==> src/rtl/serial_audio_map.svh <==
`ifndef SERIAL_AUDIO_MAP_SVH
`define SERIAL_AUDIO_MAP_SVH

// Register byte addresses
`define SA_ADDR_W         5
`define SA_IN_CFG_ADDR    5'h00
`define SA_OUT_CFG_ADDR   5'h04
`define SA_PLL_SEL_ADDR   5'h08
`define SA_PLL_RATIO_ADDR 5'h0C
`define SA_TX_WORD_ADDR   5'h10
`define SA_STATUS_ADDR    5'h14
`define SA_RX_WORD_ADDR   5'h18

// Group configuration fields
`define SA_SCALER_LSB     0
`define SA_SCALER_FIELD_W 8
`define SA_MASTER_BIT     8
`define SA_EDGE_POL_BIT   9
`define SA_FRAMING_BIT    10
`define SA_WS_POL_BIT     11
`define SA_FORMAT_LSB     12
`define SA_CLK_SRC_BIT    15
`define SA_PORT_F_BIT     16
`define SA_GROUP_CFG_W    17

// PLL select fields
`define SA_PLL_REF_BIT    0
`define SA_AUD_SRC_BIT    1
`define SA_DOUBLE_BIT     2
`define SA_RX_EN_BIT      3
`define SA_PLL_SEL_W      4

// PLL ratio fields
`define SA_MULT_LSB       0
`define SA_MULT_W         8
`define SA_DIV_LSB        8
`define SA_DIV_W          16

// Reset values and framing counts
`define SA_GROUP_CFG_RST  17'h01001
`define SA_PLL_SEL_RST    4'h0
`define SA_MULT_RST       8'h04
`define SA_DIV_RST        16'h0D58
`define SA_WORD_W         16
`define SA_HALF_FRAME     32
`define SA_SYNC_STAGES    3

`endif

==> src/rtl/serial_audio_pkg.sv <==
package serial_audio_pkg;

	typedef enum logic [2:0] {
		FMT_NONDELAYED = 3'h0,
		FMT_DELAYED    = 3'h1,
		FMT_FRAMELESS  = 3'h6,
		FMT_EIAJ       = 3'h7
	} format_type;

	typedef enum logic [1:0] {
		FRAMING_SYNC = 2'h1,
		FRAMING_WORD = 2'h2
	} framing_type;

endpackage

==> src/rtl/bit_clock_divider.sv <==
`timescale 1ns/1ns
module bit_clock_divider #(
	parameter int SCALER_W = 12
) (
	input  wire logic                core_clk_i,
	input  wire logic                rst_n_i,
	input  wire logic                prescale_lvl_i,
	input  wire logic                both_edges_i,
	input  wire logic [SCALER_W-1:0] scaler_i,
	output logic                     bclk_o
);
	logic                prev_q;
	logic [SCALER_W-1:0] cnt_q;
	logic                tick;
	logic                bypass;
	logic                last;

	assign tick   = both_edges_i ? (prescale_lvl_i ^ prev_q) : (prescale_lvl_i & ~prev_q);
	assign bypass = (scaler_i <= SCALER_W'(1));
	assign last   = (cnt_q == scaler_i - SCALER_W'(1));

	always_ff @(posedge core_clk_i) begin
		if (!rst_n_i) begin
			prev_q <= 1'b0;
		end else begin
			prev_q <= prescale_lvl_i;
		end
	end

	// Half period is scaler prescale ticks, so duty stays at 50 percent
	always_ff @(posedge core_clk_i) begin
		if (!rst_n_i) begin
			cnt_q <= '0;
		end else if (bypass) begin
			cnt_q <= '0;
		end else if (tick) begin
			cnt_q <= last ? '0 : cnt_q + SCALER_W'(1);
		end
	end

	// Scaler of one passes the prescale clock straight through
	always_ff @(posedge core_clk_i) begin
		if (!rst_n_i) begin
			bclk_o <= 1'b0;
		end else if (bypass) begin
			bclk_o <= prescale_lvl_i;
		end else if (tick && last) begin
			bclk_o <= ~bclk_o;
		end
	end
endmodule

==> src/rtl/serial_audio_port_clocking.sv <==
`timescale 1ns/1ns
`include "serial_audio_map.svh"
module serial_audio_port_clocking #(
	parameter int SCALER_W = 12
) (
	input  wire logic                          core_clk_i,
	input  wire logic                          rst_n_i,
	input  wire logic [`SA_ADDR_W-1:0]         reg_addr_i,
	input  wire logic [31:0]                   reg_wdata_i,
	input  wire logic                          reg_wr_i,
	input  wire logic                          reg_rd_i,
	output logic      [31:0]                   reg_rdata_o,
	input  wire logic                          system_clock_i,
	input  wire logic                          pll_clock_i,
	input  wire logic                          receiver_lock_i,
	output logic                               pll_reference_sel_o,
	output logic      [`SA_MULT_W-1:0]         audio_pll_multiplier_o,
	output logic      [`SA_DIV_W-1:0]          audio_pll_divisor_o,
	input  wire logic                          master_clock_pin_i,
	output logic                               master_clock_pin_o,
	output logic                               master_clock_pin_oe_o,
	input  wire logic                          input_bit_clock_i,
	output logic                               input_bit_clock_o,
	output logic                               input_bit_clock_oe_o,
	input  wire logic                          input_framing_i,
	output logic                               input_framing_o,
	output logic                               input_framing_oe_o,
	input  wire logic                          output_bit_clock_i,
	output logic                               output_bit_clock_o,
	output logic                               output_bit_clock_oe_o,
	input  wire logic                          output_framing_i,
	output logic                               output_framing_o,
	output logic                               output_framing_oe_o,
	input  wire logic [2:0]                    serial_in_i,
	output logic      [3:0]                    serial_out_o,
	output logic      [`SA_WORD_W-1:0]         frameless_word_o,
	output logic                               frameless_word_valid_o,
	output serial_audio_pkg::format_type       input_format_o
);
	import serial_audio_pkg::*;

	localparam int SYNC_W = 10;

	function automatic logic edge_tick(input logic pol, input logic rise, input logic fall);
		edge_tick = pol ? fall : rise;
	endfunction

	function automatic logic [SCALER_W-1:0] scaler_of(input logic [`SA_GROUP_CFG_W-1:0] cfg);
		scaler_of = SCALER_W'(cfg[`SA_SCALER_LSB +: `SA_SCALER_FIELD_W]);
	endfunction

	logic [`SA_GROUP_CFG_W-1:0] in_cfg_q;
	logic [`SA_GROUP_CFG_W-1:0] out_cfg_q;
	logic [`SA_PLL_SEL_W-1:0]   pll_sel_q;
	logic [`SA_WORD_W-1:0]      tx_word_q;
	logic [SYNC_W-1:0]          s1_q;
	logic [SYNC_W-1:0]          s2_q;
	logic [SYNC_W-1:0]          s3_q;
	logic [SYNC_W-1:0]          pin_q;
	logic                       aud_lvl;
	logic                       aud_double;
	logic                       pre_b_lvl;
	logic                       div_a;
	logic                       div_b;
	logic                       bclk_a;
	logic                       bclk_b;
	logic                       prev_a_q;
	logic                       prev_b_q;
	logic                       latch_a;
	logic                       send_a;
	logic                       latch_b;
	logic                       send_b;
	logic                       latch_f;
	logic [5:0]                 frm_a_q;
	logic [5:0]                 frm_b_q;
	logic [3:0]                 rx_cnt_q;
	logic [`SA_WORD_W-1:0]      rx_shift_q;
	logic [`SA_WORD_W-1:0]      tx_shift_q;
	logic [2:0]                 port_bits_q;
	logic                       in_master;
	logic                       out_master;
	logic                       frameless;
	logic                       fs_in_active;
	logic                       pin_drive;

	assign in_master  = in_cfg_q[`SA_MASTER_BIT];
	assign out_master = out_cfg_q[`SA_MASTER_BIT];
	assign frameless  = (in_cfg_q[`SA_FORMAT_LSB +: 3] == FMT_FRAMELESS);
	// Receiver drives the pin whatever the clock select says
	assign pin_drive  = out_cfg_q[`SA_CLK_SRC_BIT] | pll_sel_q[`SA_RX_EN_BIT];

	// Configuration changes only through these writes
	always_ff @(posedge core_clk_i) begin
		if (!rst_n_i) begin
			in_cfg_q  <= `SA_GROUP_CFG_RST;
			out_cfg_q <= `SA_GROUP_CFG_RST;
			pll_sel_q <= `SA_PLL_SEL_RST;
			tx_word_q <= '0;
			audio_pll_multiplier_o <= `SA_MULT_RST;
			audio_pll_divisor_o    <= `SA_DIV_RST;
		end else if (reg_wr_i) begin
			if (reg_addr_i == `SA_IN_CFG_ADDR) begin
				in_cfg_q <= {1'b0, 1'b0, reg_wdata_i[`SA_GROUP_CFG_W-3:0]};
			end else if (reg_addr_i == `SA_OUT_CFG_ADDR) begin
				out_cfg_q <= reg_wdata_i[`SA_GROUP_CFG_W-1:0];
			end else if (reg_addr_i == `SA_PLL_SEL_ADDR) begin
				pll_sel_q <= reg_wdata_i[`SA_PLL_SEL_W-1:0];
			end else if (reg_addr_i == `SA_PLL_RATIO_ADDR) begin
				audio_pll_multiplier_o <= reg_wdata_i[`SA_MULT_LSB +: `SA_MULT_W];
				audio_pll_divisor_o    <= reg_wdata_i[`SA_DIV_LSB +: `SA_DIV_W];
			end else if (reg_addr_i == `SA_TX_WORD_ADDR) begin
				tx_word_q <= reg_wdata_i[`SA_WORD_W-1:0];
			end
		end
	end

	always_ff @(posedge core_clk_i) begin
		if (!rst_n_i) begin
			reg_rdata_o <= 32'h00000000;
		end else if (!reg_rd_i) begin
			reg_rdata_o <= 32'h00000000;
		end else if (reg_addr_i == `SA_IN_CFG_ADDR) begin
			reg_rdata_o <= 32'(in_cfg_q);
		end else if (reg_addr_i == `SA_OUT_CFG_ADDR) begin
			reg_rdata_o <= 32'(out_cfg_q);
		end else if (reg_addr_i == `SA_PLL_SEL_ADDR) begin
			reg_rdata_o <= 32'(pll_sel_q);
		end else if (reg_addr_i == `SA_PLL_RATIO_ADDR) begin
			reg_rdata_o <= {8'h00, audio_pll_divisor_o, audio_pll_multiplier_o};
		end else if (reg_addr_i == `SA_TX_WORD_ADDR) begin
			reg_rdata_o <= 32'(tx_word_q);
		end else if (reg_addr_i == `SA_STATUS_ADDR) begin
			reg_rdata_o <= {21'h0, rx_cnt_q, port_bits_q, pin_q[9], aud_lvl, bclk_b, bclk_a};
		end else if (reg_addr_i == `SA_RX_WORD_ADDR) begin
			reg_rdata_o <= 32'(frameless_word_o);
		end else begin
			reg_rdata_o <= 32'h00000000;
		end
	end

	// Pins: a change counts once stages two and three agree
	always_ff @(posedge core_clk_i) begin
		if (!rst_n_i) begin
			s1_q  <= '0;
			s2_q  <= '0;
			s3_q  <= '0;
			pin_q <= '0;
		end else begin
			s1_q <= {receiver_lock_i, serial_in_i, output_framing_i, input_framing_i,
				output_bit_clock_i, input_bit_clock_i, master_clock_pin_i, pll_clock_i};
			s2_q <= s1_q;
			s3_q <= s2_q;
			pin_q <= (pin_q & ~(s2_q ~^ s3_q)) | (s3_q & (s2_q ~^ s3_q));
		end
	end

	// Receiver path runs through the PLL whenever the receiver is enabled, whatever the reference select
	assign aud_lvl = (pll_sel_q[`SA_AUD_SRC_BIT] | pll_sel_q[`SA_RX_EN_BIT]) ? pin_q[0] : system_clock_i;
	assign aud_double = pll_sel_q[`SA_RX_EN_BIT] & pll_sel_q[`SA_DOUBLE_BIT];
	assign pre_b_lvl  = pin_drive ? aud_lvl : pin_q[1];

	always_ff @(posedge core_clk_i) begin
		if (!rst_n_i) begin
			pll_reference_sel_o   <= 1'b0;
			master_clock_pin_o    <= 1'b0;
			master_clock_pin_oe_o <= 1'b0;
		end else begin
			pll_reference_sel_o   <= pll_sel_q[`SA_PLL_REF_BIT];
			master_clock_pin_o    <= aud_lvl;
			master_clock_pin_oe_o <= pin_drive;
		end
	end

	// System clock is sampled raw; it stands in for an on-chip source
	bit_clock_divider #(.SCALER_W(SCALER_W)) u_div_a (
		.core_clk_i     (core_clk_i),
		.rst_n_i        (rst_n_i),
		.prescale_lvl_i (aud_lvl),
		.both_edges_i   (aud_double),
		.scaler_i       (scaler_of(in_cfg_q)),
		.bclk_o         (div_a)
	);

	bit_clock_divider #(.SCALER_W(SCALER_W)) u_div_b (
		.core_clk_i     (core_clk_i),
		.rst_n_i        (rst_n_i),
		.prescale_lvl_i (pre_b_lvl),
		.both_edges_i   (aud_double & pin_drive),
		.scaler_i       (scaler_of(out_cfg_q)),
		.bclk_o         (div_b)
	);

	assign bclk_a = in_master ? div_a : pin_q[2];
	assign bclk_b = out_master ? div_b : pin_q[3];

	always_ff @(posedge core_clk_i) begin
		if (!rst_n_i) begin
			prev_a_q <= 1'b0;
			prev_b_q <= 1'b0;
		end else begin
			prev_a_q <= bclk_a;
			prev_b_q <= bclk_b;
		end
	end

	assign latch_a = edge_tick(in_cfg_q[`SA_EDGE_POL_BIT], bclk_a & ~prev_a_q, ~bclk_a & prev_a_q);
	assign send_a  = edge_tick(in_cfg_q[`SA_EDGE_POL_BIT], ~bclk_a & prev_a_q, bclk_a & ~prev_a_q);
	assign latch_b = edge_tick(out_cfg_q[`SA_EDGE_POL_BIT], bclk_b & ~prev_b_q, ~bclk_b & prev_b_q);
	assign send_b  = edge_tick(out_cfg_q[`SA_EDGE_POL_BIT], ~bclk_b & prev_b_q, bclk_b & ~prev_b_q);
	assign latch_f = out_cfg_q[`SA_PORT_F_BIT] ? latch_b : latch_a;

	// Frame position counters advance on the send edge
	always_ff @(posedge core_clk_i) begin
		if (!rst_n_i) begin
			frm_a_q <= '0;
		end else if (send_a) begin
			frm_a_q <= frm_a_q + 6'h01;
		end
	end

	always_ff @(posedge core_clk_i) begin
		if (!rst_n_i) begin
			frm_b_q <= '0;
		end else if (send_b) begin
			frm_b_q <= frm_b_q + 6'h01;
		end
	end

	// Word select toggles per half frame; frame sync pulses one bit at frame start, or every 16 bits on the input group in frameless format
	always_ff @(posedge core_clk_i) begin
		if (!rst_n_i) begin
			input_framing_o    <= 1'b0;
			input_framing_oe_o <= 1'b0;
			input_bit_clock_o  <= 1'b0;
			input_bit_clock_oe_o <= 1'b0;
		end else begin
			input_bit_clock_o    <= div_a;
			input_bit_clock_oe_o <= in_master;
			input_framing_oe_o   <= in_master;
			if (in_cfg_q[`SA_FRAMING_BIT]) begin
				input_framing_o <= frm_a_q[5] ^ in_cfg_q[`SA_WS_POL_BIT];
			end else if (frameless) begin
				input_framing_o <= (frm_a_q[3:0] == 4'h0) ^ in_cfg_q[`SA_WS_POL_BIT];
			end else begin
				input_framing_o <= (frm_a_q == 6'h00) ^ in_cfg_q[`SA_WS_POL_BIT];
			end
		end
	end

	always_ff @(posedge core_clk_i) begin
		if (!rst_n_i) begin
			output_framing_o      <= 1'b0;
			output_framing_oe_o   <= 1'b0;
			output_bit_clock_o    <= 1'b0;
			output_bit_clock_oe_o <= 1'b0;
		end else begin
			output_bit_clock_o    <= div_b;
			output_bit_clock_oe_o <= out_master;
			output_framing_oe_o   <= out_master;
			if (out_cfg_q[`SA_FRAMING_BIT]) begin
				output_framing_o <= frm_b_q[5] ^ out_cfg_q[`SA_WS_POL_BIT];
			end else begin
				output_framing_o <= (frm_b_q == 6'h00) ^ out_cfg_q[`SA_WS_POL_BIT];
			end
		end
	end

	// Incoming sync counts as active at the configured level
	assign fs_in_active = (pin_q[4] ^ in_cfg_q[`SA_WS_POL_BIT]) & ~in_master & frameless;

	// Frameless receive on port A; other formats leave the word path idle
	always_ff @(posedge core_clk_i) begin
		if (!rst_n_i) begin
			rx_cnt_q   <= '0;
			rx_shift_q <= '0;
		end else if (latch_a && frameless) begin
			rx_shift_q <= {rx_shift_q[`SA_WORD_W-2:0], pin_q[6]};
			rx_cnt_q   <= fs_in_active ? 4'h1 : rx_cnt_q + 4'h1;
		end
	end

	always_ff @(posedge core_clk_i) begin
		if (!rst_n_i) begin
			frameless_word_o       <= '0;
			frameless_word_valid_o <= 1'b0;
		end else begin
			frameless_word_valid_o <= latch_a && frameless && !fs_in_active && rx_cnt_q == 4'hF;
			if (latch_a && frameless && !fs_in_active && rx_cnt_q == 4'hF) begin
				frameless_word_o <= {rx_shift_q[`SA_WORD_W-2:0], pin_q[6]};
			end
		end
	end

	// Ports A, E, F last sampled bits; F may follow the output clock
	always_ff @(posedge core_clk_i) begin
		if (!rst_n_i) begin
			port_bits_q <= '0;
		end else begin
			if (latch_a) begin
				port_bits_q[1:0] <= pin_q[7:6];
			end
			if (latch_f) begin
				port_bits_q[2] <= pin_q[8];
			end
		end
	end

	// One shared word leaves on all four outputs, MSB first
	always_ff @(posedge core_clk_i) begin
		if (!rst_n_i) begin
			tx_shift_q   <= '0;
			serial_out_o <= 4'h0;
		end else if (send_b) begin
			if (frm_b_q[3:0] == 4'h0) begin
				tx_shift_q <= {tx_word_q[`SA_WORD_W-2:0], 1'b0};
				serial_out_o <= {4{tx_word_q[`SA_WORD_W-1]}};
			end else begin
				tx_shift_q <= {tx_shift_q[`SA_WORD_W-2:0], 1'b0};
				serial_out_o <= {4{tx_shift_q[`SA_WORD_W-1]}};
			end
		end
	end

	always_ff @(posedge core_clk_i) begin
		if (!rst_n_i) begin
			input_format_o <= FMT_DELAYED;
		end else begin
			input_format_o <= format_type'(in_cfg_q[`SA_FORMAT_LSB +: 3]);
		end
	end
endmodule

==> config.mk <==
export PLATFORM = sky130hd
export DESIGN_NAME = serial_audio_port_clocking
export DESIGN_NICKNAME = d
export VERILOG_FILES = /design/src/rtl/serial_audio_pkg.sv /design/src/rtl/bit_clock_divider.sv /design/src/rtl/serial_audio_port_clocking.sv
export VERILOG_INCLUDE_DIRS = /design/src /design/src/rtl
export SDC_FILE = /design/constraint.sdc
export NUM_CORES = 1
export LEC_CHECK = 0
export BUFFER_PORTS_ARGS = -buffer_cell sky130_fd_sc_hd__buf_4
export CORE_MARGIN = 10
export CORE_UTILIZATION = 30
export DETAILED_ROUTE_END_ITERATION = 6
export PLACE_DENSITY = 0.59
export SLEW_MARGIN = 15
export SYNTH_ARGS = -nofsm -noshare
export SYNTH_HDL_FRONTEND = slang
export SYNTH_SLANG_ARGS = --single-unit
==> constraint.sdc <==
create_clock -name core_clk_i -period 2.4 [get_ports core_clk_i]
set_input_delay 0.24 -clock core_clk_i [delete_from_list [all_inputs] [get_ports core_clk_i]]
set_output_delay 0.24 -clock core_clk_i [all_outputs]
set_load 0.05 [all_outputs]
==> results.txt <==
The run finished with clean final reports. After detailed routing, the number of remaining DRC violations is 0. The area fraction of the dominant cell type after synthesis came out at 0.465.

Leaving out fill and tap cells, the most frequent cell in the layout is sky130_fd_sc_hd__nand2_1. Max-cap violations in this run came to 0. The largest single stage delay on the critical path is 0.38 ns. For the number of global-route vias before repair, the log shows 8227. The run gives 0.465 as the sequential fraction of the synthesis area. Pin placement for this block handled 143 I/O pins. The tools report the cell at the root of the clock tree as sky130_fd_sc_hd__clkbuf_16. The biggest area consumer among synthesized cells was sky130_fd_sc_hd__dfxtp_1. The worst setup path is captured at a register. The startpoint identified for the worst register-to-register timing path is pll_sel_q[3]. The utilization of the core after routing was 0.382; the endpoint arrival time on the critical path was 2.66 ns. The global router's overall resource usage came out at 0.136. VDD sags by at most 474 µV. The area of the multi-input gates is 5200 µm², and the net switching power of the design is 1.93 mW.

The final count of negative-setup-slack endpoints is 0, and the count of buffers inserted at the top-level ports is 125. Overall die height: 207 µm. Once detail routing completed, the nets flagged for antenna violations numbered 0. The clock passes through at most 3 buffers. The routed design could run at a clock period as short as 2.23 ns.

The placed instances occupy a cell area of 12000 µm². The worst slack at placement was 0.0730 ns; the number of nets in the finished design was 1422. For the initial antenna violation count, the log shows 0. For the starting density of the core, the log shows 0.304. The worst setup path is launched from a register.

In this run the most critical hold path is launched from reg_wdata_i[3]. Yosys printed 0 warnings. The most critical setup path has its startpoint at pll_sel_q[3].

The total CTS buffers was 26. Summing all flip-flop and latch instances after layout gives 4890 µm². The wire-length estimate of the detail-placed layout is 22500 µm.

Summing every instance area after synthesis gives 10500 µm². After synthesis the netlist holds a flip-flop and latch count of 244. Yosys mapped a number of flops with a built-in enable equal to 0. The run gives 0 as the number of pins exceeding their max-slew limit in the final report. The tools report the number of levels in the clock H-tree as 1. The total inserted antenna cells was 0; the final design instance area without fill was 13200 µm².

The first detailed-routing pass took 5 iterations. The routed layout has 8804 vias. In the post-synthesis netlist, the biggest area contributors are sky130_fd_sc_hd__dfxtp_1 46%, sky130_fd_sc_hd__nand2_1 10%, sky130_fd_sc_hd__a21boi_0 6.6%. The run gives 0.169 ns as the slack of the critical path. The share of the cycle needed by the critical path after routing works out to 0.929. The clock transition time at the flip-flop clock pins of the worst setup and hold paths was 0.06 ns; the overflow left after global routing was 0. For the max-slew headroom at the worst pin, the log shows 0.469.

The fraction of layout instances using a drive strength above 1 was 0.180; the internal power component was 6.63 mW. The routed design has 31000 µm of wire. The critical path is of the register to register type.

Leaving out fill and tap cells, the most frequent cells in the layout are 281 x sky130_fd_sc_hd__nand2_1, 241 x sky130_fd_sc_hd__dfxtp_1, 172 x sky130_fd_sc_hd__buf_4. The highest attainable clock frequency was 448 MHz; the via-per-instance ratio was 4.81. The area enclosed by the die boundary is 42900 µm², and the share of synthesized registers carrying an async set or reset is 0. The power density relative to cell area works out to 648 nW/µm². The logs give 47400 µm for the global-route wire length before repair and 67 for the count of cell types in the netlist. The layout has 3529 filler cells.

The violation count after the first detailed-route iteration is 545, and the later-pin clock latency in the skew report is 0.54 ns. The tightest hold path in the finished design has a slack of 0.0284 ns. The number of endpoints with negative hold slack in the final report is 0. Entering global routing, the biggest net connects 76 pins. TritonCTS built the clock tree. The setup skew after layout was 0.0180 ns; the per-cell routed wire length was 16.9 µm. After floorplanning, the core was divided into 68 placement rows. After synthesis, the mean cell area works out to 8.78 µm². For the leakage power of the design, the log shows 5.26 nW.

The largest individual stage delay along the critical path comes from the cell sky130_fd_sc_hd__mux2_2. Among the stages of the critical path, the cell type that occurs most often is sky130_fd_sc_hd__nor2_1. The tools report the CTS sink count as 244. The cell count after synthesis came out at 1197. The overall die width works out to 207 µm. The tools report the required time at the endpoint of the critical path as 2.83 ns. The placeable core area came out at 34500 µm². The slew of the pin with the lowest slew margin is 0.794 ns. The run gives 0.481 as the portion of total power attributed to sequential cells. Combinational share of power: 0.056. The switching share of total power works out to 0.225.

Traced cell by cell, the critical path runs through nor2_1, mux2_2, ha_1, mux2i_1, buf_4, nand3_1, nor2_1, o2111ai_1, nand2b_1, buf_12, nor2_1. The congestion estimate from routability-driven global placement came to 0.870. Most frequently used flop master after synthesis: sky130_fd_sc_hd__dfxtp_1. The worst hold path belongs to the class input pin to register. The power share of the clock group was 0.463; the maximum fanout encountered on the critical timing path was 12. Compared with the post-synthesis result, the final layout area differs by 25.7%.
-- timing repair --
item | 4_1_cts | 5_1_grt
endpoints found under the setup margin | 0 | 25
hold buffers | 33 | 0
buffers inserted | 0 | 3
gates resized for setup | 0 | 7
endpoints found under the hold margin | 58 | 0
-- kinds of logic after synthesis --
family                     share of synthesized area
and+or+nand+nor                                0.232
DFF                                            0.465
AOI/OAI and AO/OA                              0.165
buffers and inverters                         0.0457
xor gates and xnor gates                      0.0450
muxes                                         0.0320
adders and majority gates                     0.0155
other                                       0.000357
-- sequential cells by signal (all words and copies together) (netlist names), 3 cells and up, named ones only --
register / flops
frameless_word_o: 16
port_bits_q: 3
input_format_o: 3
frm_a_q: 6
s2_q: 9
frm_b_q: 6
audio_pll_multiplier_o: 8
s3_q: 9
u_div_b.cnt_q: 12
out_cfg_q: 17
tx_shift_q: 15
tx_word_q: 16
in_cfg_q: 15
pll_sel_q: 4
rx_shift_q: 15
audio_pll_divisor_o: 16
reg_rdata_o: 24
rx_cnt_q: 4
u_div_a.cnt_q: 12
s1_q: 9
-- worst paths after layout --
path	endpoint	slack [ns]	depth (start not counted)
min reg2reg	s2_q[4]	0.43	1
max	u_div_a.cnt_q[11]	0.17	11
min	out_cfg_q[3]	0.03	3
max reg2reg	u_div_a.cnt_q[11]	0.17	11
-- per-layer routing --
metal,share of wire,track usage,routed length [µm],vias to the layer above
met2,0.47,0.222,14500,208
met3,0.064,0.0350,1970,46
met4,0.020,0.0326,628,0
li1,-,-,-,4358
met1,0.45,0.175,13900,4192
met5,0,0,0,-
-- area by class of cell --
| class | count | share of cell area |
|---|---|---|
| clock buffers | 39 | 0.0591 |
| clock inverters | 8 | 0.00493 |
| inverters | 15 | 0.00426 |
| multi-input cells | 864 | 0.394 |
| flip-flops and latches | 244 | 0.370 |
| well taps | 455 | 0.0431 |
| repair buffers | 206 | 0.124 |
-- power groups by stage --
stage               clock, mW  sequential, mW  combinational, mW
floorplan                   0            4.23              0.228
global placement            0            4.21              0.426
detailed placement          0            4.21              0.428
CTS                      4.08            4.12              0.473
global route             4.22            4.12              0.515
finish                   3.96            4.12              0.480
-- through the flow --
step	TNS [ns]	instances	total power, mW
2_1_floorplan	0	1204	4.46
3_3_place_gp	0	1747	4.63
4_1_cts	0	1827	8.67
3_5_place_dp	0	1747	4.64
5_1_grt	-0.00169	1831	8.85
6_report	0	1831	8.56
-- cells in the mapped netlist (all sizes together) (11+ instances only) --
library cell,count
a21boi,104
a21oi,41
a221oi,16
and2,60
and3,11
buf,32
clkbuf,50
dfxtp,244
ha,13
inv,15
mux2i,31
nand2,282
nand3,21
nand4,16
nor2,69
nor2b,14
o211a,16
o21ai,17
xnor2,25
xor2,29
-- critical path: cells and delay by family, from the launching register on --
family	cells	cell delay, ns
muxes	2	0.51
adders and majority gates	1	0.28
AOI/OAI and AO/OA	1	0.18
and+or+nand+nor	5	0.51
DFF	1	0.34
buffers and inverters	2	0.31
Power figures use the tool's default switching activity.
